<file path="config.mk">
export PLATFORM = sky130hd
export DESIGN_NAME = clock_and_reset_sequencing
export DESIGN_NICKNAME = d
export VERILOG_FILES = /design/src/common/clk_rst_pkg.sv /design/src/common/aligner_if.sv /design/src/lane_phase_aligner.sv /design/src/clock_and_reset_sequencing.sv
export SDC_FILE = /design/constraint.sdc
export NUM_CORES = 1
export LEC_CHECK = 0
export BUFFER_PORTS_ARGS = -buffer_cell sky130_fd_sc_hd__buf_4
export CORE_MARGIN = 2
export CORE_UTILIZATION = 40
export DETAILED_ROUTE_END_ITERATION = 10
export HOLD_SLACK_MARGIN = 0.08
export MAX_ROUTING_LAYER = met4
export PLACE_DENSITY = 0.71
export SLEW_MARGIN = 20
export SYNTH_ARGS = -nofsm -noshare
export SYNTH_HDL_FRONTEND = slang
export SYNTH_SLANG_ARGS = --single-unit
export TNS_END_PERCENT = 100
</file>
<file path="constraint.sdc">
create_clock -name mclk -period 2.1 [get_ports mclk]
set_clock_uncertainty 0.05 [all_clocks]
set_input_delay 0.42 -clock mclk [delete_from_list [all_inputs] [get_ports mclk]]
set_output_delay 0.42 -clock mclk [all_outputs]
set_load 0.03 [all_outputs]
</file>
<file path="src/common/clk_rst_pkg.sv">
// constants, encodings and field layout shared by the clock/reset sequencer and its phase aligner
// assumes a single 250 MHz mclk that stands for the command clock domain
`default_nettype none
package clk_rst_pkg;
  localparam int MCLK_MHZ         = 250;
  localparam int POR_DELAY_MS     = 10;
  // delay scales linearly with the external timing capacitor
  localparam int POR_CAP_NF       = 5;
  localparam int POR_DELAY_CYCLES = POR_DELAY_MS * 1000 * MCLK_MHZ;
  localparam int OSC_MHZ          = 1280;
  localparam int CMD_CLK_MHZ      = 160;
  localparam int FINE_CLK_MHZ     = 640;
  localparam int CMD_DIVIDE       = OSC_MHZ / CMD_CLK_MHZ;
  localparam int FINE_DIVIDE      = OSC_MHZ / FINE_CLK_MHZ;
  localparam int PROMPT_DIVIDE    = 8;
  localparam int EXT_DIVIDE       = 1;
  localparam int PHASE_STEP_PS    = 1600;
  localparam int XING_PHASES      = 4;
  localparam int ALIGN_POS        = 3;
  localparam int LOCK_SYNCS       = 4;
  localparam int LOSS_CYCLES      = 1024;
  localparam int DELAY_W          = 5;
  localparam logic [15:0] SYNC_PATTERN = 16'hc3a5;
  localparam int ADDR_W           = 8;
  localparam int DATA_W           = 16;
  localparam logic [7:0] CTRL_ADDR   = 8'h00;
  localparam logic [7:0] DELAY_ADDR  = 8'h04;
  localparam logic [7:0] STATUS_ADDR = 8'h08;
  localparam int CTRL_EXT_SER     = 0;
  localparam int CTRL_DUAL_INV    = 1;
  localparam int CTRL_PIX_DEF     = 2;
  localparam logic [2:0] CTRL_RESET  = 3'h4;
  localparam logic [4:0] DELAY_RESET = 5'h00;
  localparam int ST_CRU_LOCK      = 0;
  localparam int ST_ALIGN_LOCK    = 1;
  localparam int ST_PHASE_LO      = 2;
  localparam int ST_STRAP         = 4;
  localparam int ST_LOGIC_RST     = 5;
  typedef enum logic [2:0] {SRC_OSC = 3'b001, SRC_EXT_CMD = 3'b010, SRC_EXT_SER = 3'b100} clk_source_e;
  typedef enum logic [2:0] {ST_HUNT = 3'b001, ST_SLIP = 3'b010, ST_LOCKED = 3'b100} align_state_e;

  // serializer and fine-delay clocks share one selection
  function automatic clk_source_e fast_source(input logic strap, input logic ext_ser);
    if (ext_ser)
      return SRC_EXT_SER;
    else if (strap)
      return SRC_EXT_CMD;
    else
      return SRC_OSC;
  endfunction
endpackage
`default_nettype wire

</file>
<file path="src/common/aligner_if.sv">
// signals between the sequencer core and the lane phase aligner
// assumes both ends run on the same command clock
`timescale 1ns/1ns
`default_nettype none
interface aligner_if;
  logic       cmd_bit;
  logic       logic_reset;
  logic       locked;
  logic       crossing_clock;
  logic [1:0] phase;
  modport core    (output cmd_bit, output logic_reset, input locked, input crossing_clock, input phase);
  modport aligner (input cmd_bit, input logic_reset, output locked, output crossing_clock, output phase);
endinterface
`default_nettype wire

</file>
<file path="src/lane_phase_aligner.sv">
// lane phase aligner: divides the command clock by four into the crossing clock and slides its phase
// assumes one command-stream bit per mclk cycle and a synchronous logic reset from the core
`timescale 1ns/1ns
`default_nettype none
module lane_phase_aligner #(
  parameter logic [15:0] SYNC_PATTERN = clk_rst_pkg::SYNC_PATTERN,
  parameter int          LOCK_SYNCS   = clk_rst_pkg::LOCK_SYNCS,
  parameter int          LOSS_CYCLES  = clk_rst_pkg::LOSS_CYCLES
)(
  input wire logic     mclk,
  aligner_if.aligner   link
);
  localparam int LW = $clog2(LOSS_CYCLES + 1);
  localparam int GW = $clog2(LOCK_SYNCS + 1);

  logic [15:0]               shift;
  logic [1:0]                div_cnt;
  logic [1:0]                next_div_cnt;
  logic [LW-1:0]             silence;
  logic [GW-1:0]             good;
  clk_rst_pkg::align_state_e state;
  logic                      sync_hit;
  logic                      on_phase;
  logic                      lost;

  assign sync_hit = (shift == SYNC_PATTERN);
  assign on_phase = (div_cnt == 2'(clk_rst_pkg::ALIGN_POS));
  assign lost = (silence == LW'(LOSS_CYCLES - 1)) && !sync_hit;
  // a slip stretches one half period by one mclk cycle instead of jumping, so the clock never glitches or stops
  assign next_div_cnt = (state == clk_rst_pkg::ST_SLIP) ? div_cnt : div_cnt + 2'h1;

  always_ff @(posedge mclk)
  begin
    if (link.logic_reset)
      shift <= 16'h0000;
    else
      shift <= {shift[14:0], link.cmd_bit};
  end

  always_ff @(posedge mclk)
  begin
    if (link.logic_reset)
    begin
      div_cnt <= 2'h0;
      link.crossing_clock <= 1'b1;
    end
    else
    begin
      div_cnt <= next_div_cnt;
      link.crossing_clock <= (next_div_cnt < 2'h2);
    end
  end

  always_ff @(posedge mclk)
  begin
    if (link.logic_reset || sync_hit)
      silence <= '0;
    else if (silence != LW'(LOSS_CYCLES - 1))
      silence <= silence + LW'(1);
  end

  always_ff @(posedge mclk)
  begin
    if (link.logic_reset)
    begin
      state <= clk_rst_pkg::ST_HUNT;
      good <= '0;
      link.locked <= 1'b0;
      link.phase <= 2'h0;
    end
    else
    begin
      case (state)
        clk_rst_pkg::ST_HUNT:
        begin
          if (sync_hit && on_phase)
          begin
            good <= good + GW'(1);
            if (good == GW'(LOCK_SYNCS - 1))
            begin
              state <= clk_rst_pkg::ST_LOCKED;
              link.locked <= 1'b1;
            end
          end
          else if (sync_hit || lost)
          begin
            good <= '0;
            if (sync_hit)
              state <= clk_rst_pkg::ST_SLIP;
          end
        end
        clk_rst_pkg::ST_SLIP:
        begin
          link.phase <= link.phase + 2'h1;
          state <= clk_rst_pkg::ST_HUNT;
        end
        clk_rst_pkg::ST_LOCKED:
        begin
          // absent or misplaced syncs drop lock; the clock keeps running at its last phase
          if ((sync_hit && !on_phase) || lost)
          begin
            state <= clk_rst_pkg::ST_HUNT;
            good <= '0;
            link.locked <= 1'b0;
          end
        end
        default:
        begin
          state <= clk_rst_pkg::ST_HUNT;
          link.locked <= 1'b0;
        end
      endcase
    end
  end
endmodule
`default_nettype wire

</file>
<file path="src/clock_and_reset_sequencing.sv">
// clock source selection, crossing-clock derivation and reset sequencing of the chip bottom
// assumes mclk is the running command clock and all pins are synchronous to it
//
// How it works
// - bypass strap high selects external command clock; fast clocks derive from it.
// - a control bit selects an external serializer clock, also used as fine-delay clock.
// - internally, command and fine-delay clocks divide the locked oscillator clock.
// - the crossing clock divides the command clock by four, one of four phases.
// - sync symbols in the command stream pick the crossing-clock phase.
// - without a stream the crossing clock keeps running; phase moves without stopping.
// - a programmable delay in 1.6 ns steps drives command clock and stream shifters.
// - a control bit adds a two-inverter delay on the phase-shifter clock.
// - the clock-recovery lock shows on the status pad.
// - an event clear resets matrix and bottom data-path logic.
// - test-port reset follows the debug enable pad, in reset by default.
// - supply-up reset starts low and releases 10 ms after supply rise.
// - supply-up reset asynchronously loads defaults into global configuration.
// - a control bit selects hard-wired or stored pixel configuration.
// - supply-up reset is synchronised into the command clock as logic reset.
// - unlocked recovery still gives a prompt clock at oscillator divided by eight.
// - logic reset acts on aligner and decoder, which start after release.
//
// Local design decisions: the address-and-strobe port and the register addresses.
`timescale 1ns/1ns
`default_nettype none
module clock_and_reset_sequencing #(
  parameter int POR_DELAY_CYCLES = clk_rst_pkg::POR_DELAY_CYCLES,
  parameter int DELAY_W          = clk_rst_pkg::DELAY_W
)(
  input  wire logic                           mclk,
  input  wire logic                           reset,
  input  wire logic                           supply_above_threshold,
  input  wire logic                           recovery_bypass_strap,
  input  wire logic                           cru_locked,
  input  wire logic                           cmd_serial_bit,
  input  wire logic                           event_clear_command,
  input  wire logic                           debug_enable_pad,
  input  wire logic [clk_rst_pkg::ADDR_W-1:0] reg_addr,
  input  wire logic [clk_rst_pkg::DATA_W-1:0] reg_wdata,
  input  wire logic                           reg_write,
  input  wire logic                           reg_read,
  output logic      [clk_rst_pkg::DATA_W-1:0] reg_rdata,
  output logic                                supply_reset_n,
  output logic                                logic_reset,
  output logic                                crossing_clock,
  output logic      [2:0]                     cmd_clk_source,
  output logic      [2:0]                     serializer_clk_source,
  output logic      [2:0]                     fine_delay_clk_source,
  output logic      [3:0]                     cmd_clk_divide,
  output logic      [DELAY_W-1:0]             phase_shift_code,
  output logic                                dual_inverter_delay,
  output logic                                pixel_default_select,
  output logic                                status_pad,
  output logic                                matrix_data_reset,
  output logic                                bottom_data_reset,
  output logic                                test_port_reset_n
);
  localparam int TW = $clog2(POR_DELAY_CYCLES + 1);

  logic [TW-1:0]                     por_timer;
  logic [1:0]                        sync_stage;
  logic [2:0]                        ctrl;
  logic [DELAY_W-1:0]                delay_code;
  logic [clk_rst_pkg::DATA_W-1:0]    read_word;
  clk_rst_pkg::clk_source_e          next_fast_source;

  aligner_if link ();

  assign link.cmd_bit = cmd_serial_bit;
  assign link.logic_reset = logic_reset;
  assign crossing_clock = link.crossing_clock;

  lane_phase_aligner u_aligner (
    .mclk (mclk),
    .link (link)
  );

  // supply-up timer: held low until the supply has stayed up for the full delay
  always_ff @(posedge mclk)
  begin
    if (reset || !supply_above_threshold)
    begin
      por_timer <= '0;
      supply_reset_n <= 1'b0;
    end
    else if (!supply_reset_n)
    begin
      if (por_timer == TW'(POR_DELAY_CYCLES - 1))
        supply_reset_n <= 1'b1;
      else
        por_timer <= por_timer + TW'(1);
    end
  end

  // release only after three command-clock edges; assertion needs no clock edge
  always_ff @(posedge mclk or negedge supply_reset_n)
  begin
    if (!supply_reset_n)
      sync_stage <= 2'h3;
    else
      sync_stage <= {sync_stage[0], 1'b0};
  end

  always_ff @(posedge mclk or negedge supply_reset_n)
  begin
    if (!supply_reset_n)
      logic_reset <= 1'b1;
    else
      logic_reset <= sync_stage[1] | reset;
  end

  // global configuration takes its defaults the moment supply-up reset goes low
  always_ff @(posedge mclk or negedge supply_reset_n)
  begin
    if (!supply_reset_n)
    begin
      ctrl <= clk_rst_pkg::CTRL_RESET;
      delay_code <= DELAY_W'(clk_rst_pkg::DELAY_RESET);
    end
    else if (reset)
    begin
      ctrl <= clk_rst_pkg::CTRL_RESET;
      delay_code <= DELAY_W'(clk_rst_pkg::DELAY_RESET);
    end
    else if (reg_write)
    begin
      case (reg_addr)
        clk_rst_pkg::CTRL_ADDR:
          ctrl <= reg_wdata[2:0];
        clk_rst_pkg::DELAY_ADDR:
          delay_code <= reg_wdata[DELAY_W-1:0];
        default:
          ;
      endcase
    end
  end

  always_comb
  begin
    read_word = '0;
    case (reg_addr)
      clk_rst_pkg::CTRL_ADDR:
        read_word[2:0] = ctrl;
      clk_rst_pkg::DELAY_ADDR:
        read_word[DELAY_W-1:0] = delay_code;
      clk_rst_pkg::STATUS_ADDR:
      begin
        read_word[clk_rst_pkg::ST_CRU_LOCK] = cru_locked;
        read_word[clk_rst_pkg::ST_ALIGN_LOCK] = link.locked;
        read_word[clk_rst_pkg::ST_PHASE_LO +: 2] = link.phase;
        read_word[clk_rst_pkg::ST_STRAP] = recovery_bypass_strap;
        read_word[clk_rst_pkg::ST_LOGIC_RST] = logic_reset;
      end
      default:
        read_word = '0;
    endcase
  end

  // read data stand for exactly the cycle after the strobe
  always_ff @(posedge mclk)
  begin
    if (reset || !reg_read)
      reg_rdata <= '0;
    else
      reg_rdata <= read_word;
  end

  assign next_fast_source = clk_rst_pkg::fast_source(recovery_bypass_strap, ctrl[clk_rst_pkg::CTRL_EXT_SER]);

  always_ff @(posedge mclk)
  begin
    if (reset)
    begin
      cmd_clk_source <= clk_rst_pkg::SRC_OSC;
      serializer_clk_source <= clk_rst_pkg::SRC_OSC;
      fine_delay_clk_source <= clk_rst_pkg::SRC_OSC;
      cmd_clk_divide <= 4'(clk_rst_pkg::PROMPT_DIVIDE);
    end
    else
    begin
      serializer_clk_source <= next_fast_source;
      fine_delay_clk_source <= next_fast_source;
      if (recovery_bypass_strap)
      begin
        cmd_clk_source <= clk_rst_pkg::SRC_EXT_CMD;
        cmd_clk_divide <= 4'(clk_rst_pkg::EXT_DIVIDE);
      end
      else
      begin
        // locked or not, the oscillator divide gives the logic a prompt clock
        cmd_clk_source <= clk_rst_pkg::SRC_OSC;
        cmd_clk_divide <= 4'(clk_rst_pkg::CMD_DIVIDE);
      end
    end
  end

  // one code steers both the command-clock and the stream shifter, like a cable delay
  always_ff @(posedge mclk)
  begin
    if (reset)
    begin
      phase_shift_code <= '0;
      dual_inverter_delay <= 1'b0;
      pixel_default_select <= clk_rst_pkg::CTRL_RESET[clk_rst_pkg::CTRL_PIX_DEF];
    end
    else
    begin
      phase_shift_code <= delay_code;
      dual_inverter_delay <= ctrl[clk_rst_pkg::CTRL_DUAL_INV];
      pixel_default_select <= ctrl[clk_rst_pkg::CTRL_PIX_DEF];
    end
  end

  always_ff @(posedge mclk)
  begin
    if (reset)
      status_pad <= 1'b0;
    else
      status_pad <= cru_locked;
  end

  // no clear is made here on power-up; the control system must send one
  always_ff @(posedge mclk)
  begin
    if (reset)
    begin
      matrix_data_reset <= 1'b0;
      bottom_data_reset <= 1'b0;
    end
    else
    begin
      matrix_data_reset <= event_clear_command;
      bottom_data_reset <= event_clear_command;
    end
  end

  // a floating pad is pulled low outside, so the test port rests in reset
  always_ff @(posedge mclk)
  begin
    if (reset)
      test_port_reset_n <= 1'b0;
    else
      test_port_reset_n <= debug_enable_pad;
  end
endmodule
`default_nettype wire

</file>
==> metrics.md, run 1 <==
| Metric | Value |
|---|---|
| Total grt overflow | 0 |
| Synth Area in Simple Gates | between 20% and 30% |
| GP Congestion | slightly below 0.9 |
| CTS tree | built |
| Final setup vio count | 0 |
| Hold Crit Class | in -> reg |
| Total wire length | about 7.4 mm |
| Final hold violations | 0 |
| CP Launch Type | register |
| Mapped Cells | about 420 |
| Vias per std cell | 4.98 |
| Area contributors post-synth | dfxtp_1 42%, nor2b_1 5.4%, nor2_1 5.0%, dfrtp_1 4.4%, buf_4 3.8% |
| Crit path arrival time | between 2000 and 2500 ps |
| Compound-Gate Fraction of Synth Area | under 10% |
| Synthesis Warnings | 0 |
| Final net count | 512 |
| CP Capture Type | register |
| Synth Register Bits | 94 |
| Clock sink count | 94 |
| Synth Area in XOR/XNOR | approximately 3.8% |
| First-pass GRT wire length | about 12 mm |
| Synth Area in Adders | about 1.6% |
| EDFF count, synth | 0 |
| Die area | ~11,000 sq um |
| Avg Cell Area, Syn | between 9 and 10 sq um |
| Sequential element share of the synthesized area | roughly half |
| Drt pass-1 iters | 4 |
| CTS Buffer Depth | 2 |
| Mean routed wirelength per cell | approximately 12 um |
| Synthesized area | 3940 sq um |
| Static Leak | 0.00184 uW |
| Placement row count | 36 |
| RSZ-0062 raised after global routing | false |
| Power per standard cell area | 663 nW/um^2 |
| Antenna viol nets, final | 0 |
| CP Class | reg -> reg |
| DRC violations left | 0 |
| Slew Viols, Final | 0 |
| VDD IR-drop max | 0.000259 V |
| Setup Buffers After CTS | 0 |
| Multiplexer share of the synthesized area | between 3 and 4% |
| Dpl hpwl | ~5.4 mm |
| Pin count of the biggest net entering global routing | 25 |
| Maxcap violations | 0 |
| Final critical-path required period | between 1500 and 2000 ps |
| Share of the synthesized area in the top cell type | a little over two fifths |
| Port Buf Inserts | 52 |
| Main combinational cell family by area after synthesis | simple AND/OR/NAND/NOR gates |
| Clock root cell | clkbuf_8 |
| Async SR Flop Fraction | about an eighth |
| Crit. Startpoint | u_aligner.silence[0] |
| Total CTS buffers | 9 |
| Maximum fanout along the worst path | 10 |
| Initial Util | about 41% |
| Fin crit share | between 90% and 100% |
| Max Freq | approximately 520 MHz |
| Io pins | 77 |
| Die Height | 103 um |
| Top FF cell, synth | dfxtp_1 |
| Final TNS setup | 0 ps |
| Synth cell types | 61 |
| Hold bufs inserted after CTS | 0 |
| Vias in the first global route | approximately 2,800 |
| R2r startpoint | u_aligner.silence[0] |
| Outcome | finished clean |
| H-tree levels | 3 |
| Worst hold start | event_clear_command |
| Starting DRT DRC Count | 118 |
| Via count | slightly above 3,000 |
| Die Wd | between 100 and 150 um |
| Leading area contributor after synthesis | dfxtp_1 |
| Final Non-Filler Cells | a little over 600 |
| Worst-Skew Late Latency | approximately 350 ps |
| Post-cts sizing count | 0 |
| Area grow syn2layout | 17.2% |
| WP data required | 2310 ps |
| Tot GR Track Use | 14.7% |
| Placed Cells | 595 |
| N_diodes | 0 |
| Core ar. | roughly 9700 sq um |
| Initial antenna violation count | 0 |
| Clock-pin slew on the worst setup and hold paths | 90 ps |
| Share of cells above drive strength 1 | approximately 19% |
worst max-delay path: stages, from the launching register on:
cell	delay, ps
dfxtp_1	370
ha_1	200
nand3_1	80
or4_1	680
and2_1	250
a211oi_1	230
synthesized netlist by cell type, types with 4 or more instances:
cell / number
or4_1: 7
ha_1: 5
mux2i_1: 14
nand4_1: 14
nor2_1: 52
dfrtp_1: 7
nor4_1: 4
buf_4: 20
nor2b_1: 34
inv_1: 8
xnor2_1: 5
nor3_1: 9
nand2_1: 18
or3_1: 8
and3_1: 5
and2_1: 5
dfxtp_1: 83
a21oi_1: 17
clkbuf_1: 7
o21ai_0: 9
nand3_1: 15
dfstp_2: 4
xor2_1: 12
nand2b_1: 6
power breakdown:
part           leakage [uW]  internal (uW)  switching (uW)
clock network     0.0000829            437             622
logic              0.000952           66.2             115
registers          0.000809           1800            14.6
placed cells by master, fill, tap and decap left out, types with 2 or more instances in the layout:
master,instances
xor2_1,12
a22oi_1,3
a31oi_1,2
conb_1,14
nand3_1,15
nand2_1,18
and4bb_1,3
nor2_1,52
or2_2,2
nand2b_1,6
nor3_1,9
nor2b_1,34
xnor2_1,5
clkbuf_8,9
o21ai_0,9
clkinvlp_4,2
and4b_1,2
buf_4,63
inv_1,8
nor4_1,4
dfrtp_1,7
and3_1,5
nand4_1,14
ha_1,5
a211oi_1,2
dfstp_2,4
and2_1,5
or3_1,8
a21oi_1,17
or4_1,7
dfxtp_1,83
clkinv_4,2
mux2i_1,14
o211ai_1,3
logic make-up (layout without fill, tap and decap cells):
kind of cell | after synthesis | after routing
simple gates | 194 | 194
flops | 94 | 94
compound gates | 52 | 52
buf+inv | 40 | 88
xor+xnor | 17 | 17
mux | 14 | 14
fa+ha+maj | 5 | 5
other cells | 1 | 14
registers in the layout, indices dropped and copies added (netlist names), 2 cells and up:
| signal | count |
|---|---|
| u_aligner.link.phase | 2 |
| reg_rdata | 6 |
| fine_delay_clk_source | 3 |
| ctrl | 3 |
| sync_stage | 2 |
| por_timer | 22 |
| u_aligner.silence | 11 |
| phase_shift_code | 5 |
| u_aligner.good | 3 |
| u_aligner.state | 3 |
| u_aligner.shift | 16 |
| u_aligner.div_cnt | 2 |
| delay_code | 5 |
stage by stage:
step	utilization, %	cell area (sq um)	hold slack (ps)	power [uW]	worst slack [ps]
floorplan	-	3990	231	1990	21.2
global placement	45.8	4430	260	2040	197
detailed placement	45.8	4430	268	2040	194
CTS	47.6	4610	217	3090	158
global route	47.6	4610	214	3180	16.4
finish	47.6	4610	226	3060	163
final timing paths:
kind	end	slack, ps	cells past startpoint
min reg2reg	ctrl[0]	260	1
min in group asynchronous	ctrl[0]	260	1
max reg2reg	u_aligner.silence[2]	160	5
min	bottom_data_reset	230	2
max in group asynchronous	sync_stage[1]	1500	1
max	u_aligner.silence[2]	160	5
per-layer routing:
layer / up-vias / track usage (%) / wire, um
li1: 1543 / - / -
met1: 1414 / 18.2 / 3590
met2: 75 / 23.3 / 3340
met3: 10 / 3.16 / 361
met4: 0 / 6.07 / 127
met5: - / - / 0
cell type report:
class,instances,area [sq um]
clock buffer,10,128
clock inverter,6,46.3
fill,949,5070
inverter,9,33.8
multi-input combinational,296,1830
sequential,94,1940
tap,133,166
timing repair buffer,63,473
No activity file was read; power rests on OpenSTA's default activity.
==> inputs of run 2 (changes only) <==
RECOVER_POWER = 25   (was default)
REMOVE_ABC_BUFFERS = 1   (was default)
==> metrics.md, run 2 (synthesized netlist as in run 1, its figures left out) <==
| Metric | Value |
|---|---|
| Outcome | finished clean |
| First-pass GRT wire length | 12.6 mm (+3.7%) |
| Initial antenna violation count | 0 (unchanged) |
| Io pins | 77 (unchanged) |
| CTS Buffer Depth | 2 (unchanged) |
| Power per standard cell area | 664 nW/um^2 (+0.14%) |
| Hold bufs inserted after CTS | 0 (unchanged) |
| CP Capture Type | register |
| Most frequent cells in the layout | 83 x dfxtp_1, 61 x buf_4, 52 x nor2_1 |
| Setup Buffers After CTS | 0 (unchanged) |
| Multi-input logic area | 1820 sq um (-0.48%) |
| Core ar. | 9680 sq um (unchanged) |
| Hold Crit Class | reg -> async |
| Post-cts sizing count | 0 (unchanged) |
| VDD IR-drop max | 0.000296 V (+14%) |
| Max_slew headroom | about two fifths |
| Total wire length | 7.56 mm (+2.0%) |
| Vias per std cell | 4.90 (-1.6%) |
| Clock sink count | 94 (unchanged) |
| Pin count of the biggest net entering global routing | 23 (-8.0%) |
| Die area | 10,700 sq um (unchanged) |
| DRC violations left | 0 (unchanged) |
| Vias in the first global route | 2,743 (-0.51%) |
| Final TNS setup | 0 ps (unchanged) |
| Worst-Skew Late Latency | 350 ps (about the same) |
| RSZ-0062 raised after global routing | false |
| Initial Util | 40.7% (unchanged) |
| Share of cells above drive strength 1 | 18.2% (-1.1 points) |
| Maxcap violations | 0 (unchanged) |
| Fin crit share | 92.8% (+0.61 points) |
| Worst slew pin tran | 885 ps |
| Final setup vio count | 0 (unchanged) |
| Most frequent CP cell | nand4_1 |
| Tot GR Track Use | 15.4% (+0.74 points) |
| Clock root cell | clkbuf_8 |
| Placed Cells | 596 (+0.17%) |
| WP data required | 2330 ps (+20 ps) |
| Mean routed wirelength per cell | 12.4 um (+1.8%) |
| Max Freq | 513 MHz (-0.65%) |
| Clock-pin slew on the worst setup and hold paths | 90 ps (about the same) |
| Static Leak | 0.00182 uW (-1.2%) |
| CP Launch Type | register |
| Filler cells | 908 (-4.3%) |
| Area grow syn2layout | 16.8% |
| Maximum fanout along the worst path | 7 (-3) |
| Most common cell after layout, fill and taps aside | dfxtp_1 |
| CTS tree | built |
| Biggest register | por_timer |
| Total grt overflow | 0 (unchanged) |
| GP Congestion | 0.859 (-3.8%) |
| Slowest Stage Delay on Critical Path | 490 ps (-190 ps) |
| Die Height | 103 um (unchanged) |
| Dpl hpwl | 5.53 mm (+2.5%) |
| Total CTS buffers | 9 (unchanged) |
| Critical path's slowest cell | nor4_2 |
| Crit path arrival time | 2180 ps (+30 ps) |
| Slew Viols, Final | 0 (unchanged) |
| Crit path cell chain | nand4_1, nor4_2, nand4_1, or3_1, a21oi_1 |
| Reg area | 1940 sq um (unchanged) |
| Final net count | 513 (+0.20%) |
| Antenna viol nets, final | 0 (unchanged) |
| Final Non-Filler Cells | 612 (+0.16%) |
| Placement row count | 36 (unchanged) |
| H-tree levels | 3 (unchanged) |
| Die Wd | 103 um (unchanged) |
| Port Buf Inserts | 52 (unchanged) |
| Largest registers | por_timer (22), u_aligner.shift (16), u_aligner.silence (11) |
| Drt pass-1 iters | 4 (unchanged) |
| Via count | 2,997 (-1.5%) |
| CP Class | reg -> reg |
| Final critical-path required period | 1950 ps (+12.8 ps) |
| Max reg flops | 22 (unchanged) |
| Final hold violations | 0 (unchanged) |
| N_diodes | 0 (unchanged) |
| Starting DRT DRC Count | 167 (+42%) |
-- run 2: final cells by class --
class                   instances  area share (%)
clock buffers                  13            3.24
clock inverters                 3           0.463
inverters                       9           0.735
multi-input cells             296            39.5
flip-flops and latches         94            42.2
well taps                     133            3.62
repair buffers                 64            10.2
-- run 2: worst paths after layout --
path / end / slack (ps) / start / cells past startpoint
setup reg to reg: por_timer[21] / 150 / por_timer[10] / 5
max in group asynchronous: sync_stage[1] / 1590 / supply_reset_n / 1
hold reg to reg: delay_code[1] / 180 / supply_reset_n / 1
min in group mclk: bottom_data_reset / 240 / event_clear_command / 2
hold / removal: delay_code[1] / 180 / supply_reset_n / 1
setup / recovery: por_timer[21] / 150 / por_timer[10] / 5
-- run 2: metrics by stage --
stage | hold WS, ps | setup WS [ps] | util [%] | area, sq um | power [uW]
global placement | 171 | 249 | 45.8 | 4440 | 2040
finish | 178 | 151 | 47.5 | 4600 | 3050
floorplan | 231 | 11.7 | - | 3790 | 1960
global route | 211 | 43.0 | 47.5 | 4600 | 3190
CTS | 193 | 147 | 47.6 | 4610 | 3080
detailed placement | 186 | 153 | 45.8 | 4440 | 2040
-- run 2: metal layers --
metal / wire length [um] / GRT usage [%] / vias up
li1: - / - / 1540
met1: 3590 / 19.2 / 1383
met2: 3470 / 23.9 / 67
met3: 422 / 5.17 / 7
met4: 87 / 4.76 / 0
met5: 0 / - / -
-- run 2: report_power, final --
part           switching [uW]  internal [uW]  leakage, uW  total [uW]
registers                13.5           1800     0.000807        1820
logic                     116           64.3     0.000930         181
clock network             589            465    0.0000836        1050
total                     719           2330      0.00182        3050
-- run 2: critical path: cells and delay by family (launching register included) --
family,cells,cell delay [ps]
AOI/OAI and AO/OA,1,150
and+or+nand+nor,4,1260
DFF,1,430
==> inputs of run 3 (changes only) <==
BUFFER_PORTS_ARGS = -buffer_cell sky130_fd_sc_hd__buf_2   (was -buffer_cell sky130_fd_sc_hd__buf_4)
clock period = 2.2 ns   (was 2.1 ns; I/O delays follow)
==> metrics.md, run 3 (synthesized netlist as in run 1, its figures left out) <==
| Metric | Value |
|---|---|
| Worst-Skew Late Latency | 350 ps (about the same) |
| Most frequent cells in the layout | 83 x dfxtp_1, 52 x nor2_1, 51 x buf_2 |
| Clock-pin slew on the worst setup and hold paths | 100 ps (about the same) |
| Die area | 10,700 sq um (unchanged) |
| Hold bufs inserted after CTS | 0 (unchanged) |
| Fin crit share | 91.5% |
| Core ar. | 9680 sq um (unchanged) |
| Mean routed wirelength per cell | 12.1 um (-2.3%) |
| Worst R2R Setup Slack | 270 ps (+120 ps) |
| CP Launch Type | register |
| Final TNS setup | 0 ps (unchanged) |
| Met2 WL | 3.43 mm (-1.1%) |
| Largest registers | por_timer (22), u_aligner.shift (16), u_aligner.silence (11) |
| WP data required | 1710 ps (-620 ps) |
| Max_slew headroom | 45.6% (+4.6 points) |
| CTS tree | built |
| Tot Pwr | 2970 uW (-2.5%) |
| Vias in the first global route | 2,850 (+3.9%) |
| Slowest Stage Delay on Critical Path | 870 ps (+380 ps) |
| Final critical-path required period | about 2000 ps |
| Slew Viols, Final | 0 (unchanged) |
| Hold Crit Class | reg -> async |
| Most common cell after layout, fill and taps aside | dfxtp_1 |
| H-tree levels | 3 (unchanged) |
| Dpl hpwl | 5.45 mm (-1.6%) |
| Share of cells above drive strength 1 | 18.6% (+0.46 points) |
| M1 WL | 3.47 mm (-3.1%) |
| Clock sink count | 94 (unchanged) |
| Worst flop-to-flop path endpoint | u_aligner.state[2] |
| R2r startpoint | u_aligner.shift[10] |
| VDD IR-drop max | 0.000272 V (-7.9%) |
| CP Class | reg -> out |
| WL met3 | 402 um (-4.7%) |
| Power per standard cell area | 664 nW/um^2 (about the same) |
| Vias per std cell | 4.96 (+1.2%) |
| Post-cts sizing count | 0 (unchanged) |
| Max reg flops | 22 (unchanged) |
| Total grt overflow | 0 (unchanged) |
| Final setup vio count | 0 (unchanged) |
| DRC violations left | 0 (unchanged) |
| Final Non-Filler Cells | 611 (-0.16%) |
| Total CTS buffers | 9 (unchanged) |
| Initial antenna violation count | 0 (unchanged) |
| Pin count of the biggest net entering global routing | 31 (+35%) |
| Antenna viol nets, final | 0 (unchanged) |
| Number of buffers and inverters on the critical path | 1 (+1) |
| Final hold violations | 0 (unchanged) |
| R2R depth | 5 (unchanged) |
| Hold_ws | 237 ps (+58.8 ps) |
| First-pass GRT wire length | 12.5 mm (-0.87%) |
| Filler cells | 922 (+1.5%) |
| RSZ-0062 raised after global routing | false |
| Maximum fanout along the worst path | 30 (+23) |
| Die Wd | 103 um (unchanged) |
| Util after Layout | 46.2% (-1.2 points) |
| Max Freq | approximately 500 MHz |
| Io pins | 77 (unchanged) |
| GP Congestion | 0.852 (-0.84%) |
| Crit path cell chain | buf_2 |
| Critical path's slowest cell | dfstp_2 |
| Maxcap violations | 0 (unchanged) |
| Area grow syn2layout | 13.7% |
| Placement row count | 36 (unchanged) |
| Family with the most delay on the worst path | flip-flops |
| Die Height | 103 um (unchanged) |
| Placed Cells | 595 (-0.17%) |
| Outcome | finished clean |
| Initial Util | 40.7% (unchanged) |
| Tot GR Track Use | 15.3% (-0.17 points) |
| Starting DRT DRC Count | 130 (-22%) |
| Biggest register | por_timer |
| CP Capture Type | output pin |
| Setup Buffers After CTS | 0 (unchanged) |
| Final net count | 512 (-0.19%) |
| Static Leak | 0.00180 uW (-1.2%) |
| N_diodes | 0 (unchanged) |
| Total wire length | 7.38 mm (-2.5%) |
| Via count | 3,028 (+1.0%) |
| Clock root cell | clkbuf_8 |
| Worst slew pin tran | 816 ps (-68.8 ps) |
| CTS Buffer Depth | 2 (unchanged) |
| DR top layer | met4 |
| Crit path arrival time | 1520 ps (-660 ps) |
| Drt pass-1 iters | 5 (+1) |
| Port Buf Inserts | 52 (unchanged) |
## run 3: cell count changes in the layout (fill, tap and decap cells not counted)
cell        before  now
dfstp_1          1    0
clkinv_4         1    0
dfstp_2          3    4
clkbuf_1         6    4
clkinvlp_4       1    0
inv_6            0    4
buf_4           61    8
buf_2            0   51
inv_8            0    1
## run 3: final cells by class
| type | instances | area (sq um) | share of cell area [%] |
|---|---|---|---|
| clock buffers | 10 | 138 | 3.07 |
| well taps | 133 | 166 | 3.72 |
| clock inverters | 6 | 51.3 | 1.15 |
| flip-flops and latches | 94 | 1940 | 43.4 |
| inverters | 9 | 33.8 | 0.754 |
| multi-input cells | 296 | 1820 | 40.6 |
| repair buffers | 63 | 330 | 7.38 |
## run 3: layer usage
metal | GRT usage [%] | up-vias
li1 | - | 1545
met1 | 18.6 | 1397
met2 | 24.6 | 81
met3 | 3.76 | 5
met4 | 5.47 | 0
met5 | - | -
## run 3: worst max path at each step
stage,from,to,slack (ps),cells past startpoint
after CTS,logic_reset,logic_reset,160,1
final,logic_reset,logic_reset,190,1
after global routing,logic_reset,logic_reset,60,1
after detailed placement,reg_addr[5],ctrl[2],240,6
after global placement,reg_addr[5],ctrl[2],300,6
after floorplan,supply_reset_n,por_timer[15],110,5
## run 3: power by group
group / internal [uW] / leakage, uW / switching (uW)
clock: 465 / 0.000100 / 622
combinational: 43.9 / 0.000891 / 106
sequential: 1720 / 0.000809 / 16.3
total: 2230 / 0.00180 / 744
## run 3: per-stage QoR
stage / worst slack [ps] / cell area [sq um]
final: 187 / 4480
after global routing: 62.1 / 4480
after CTS: 159 / 4490
after detailed placement: 236 / 4300
after global placement: 301 / 4300
after floorplan: 112 / 3790
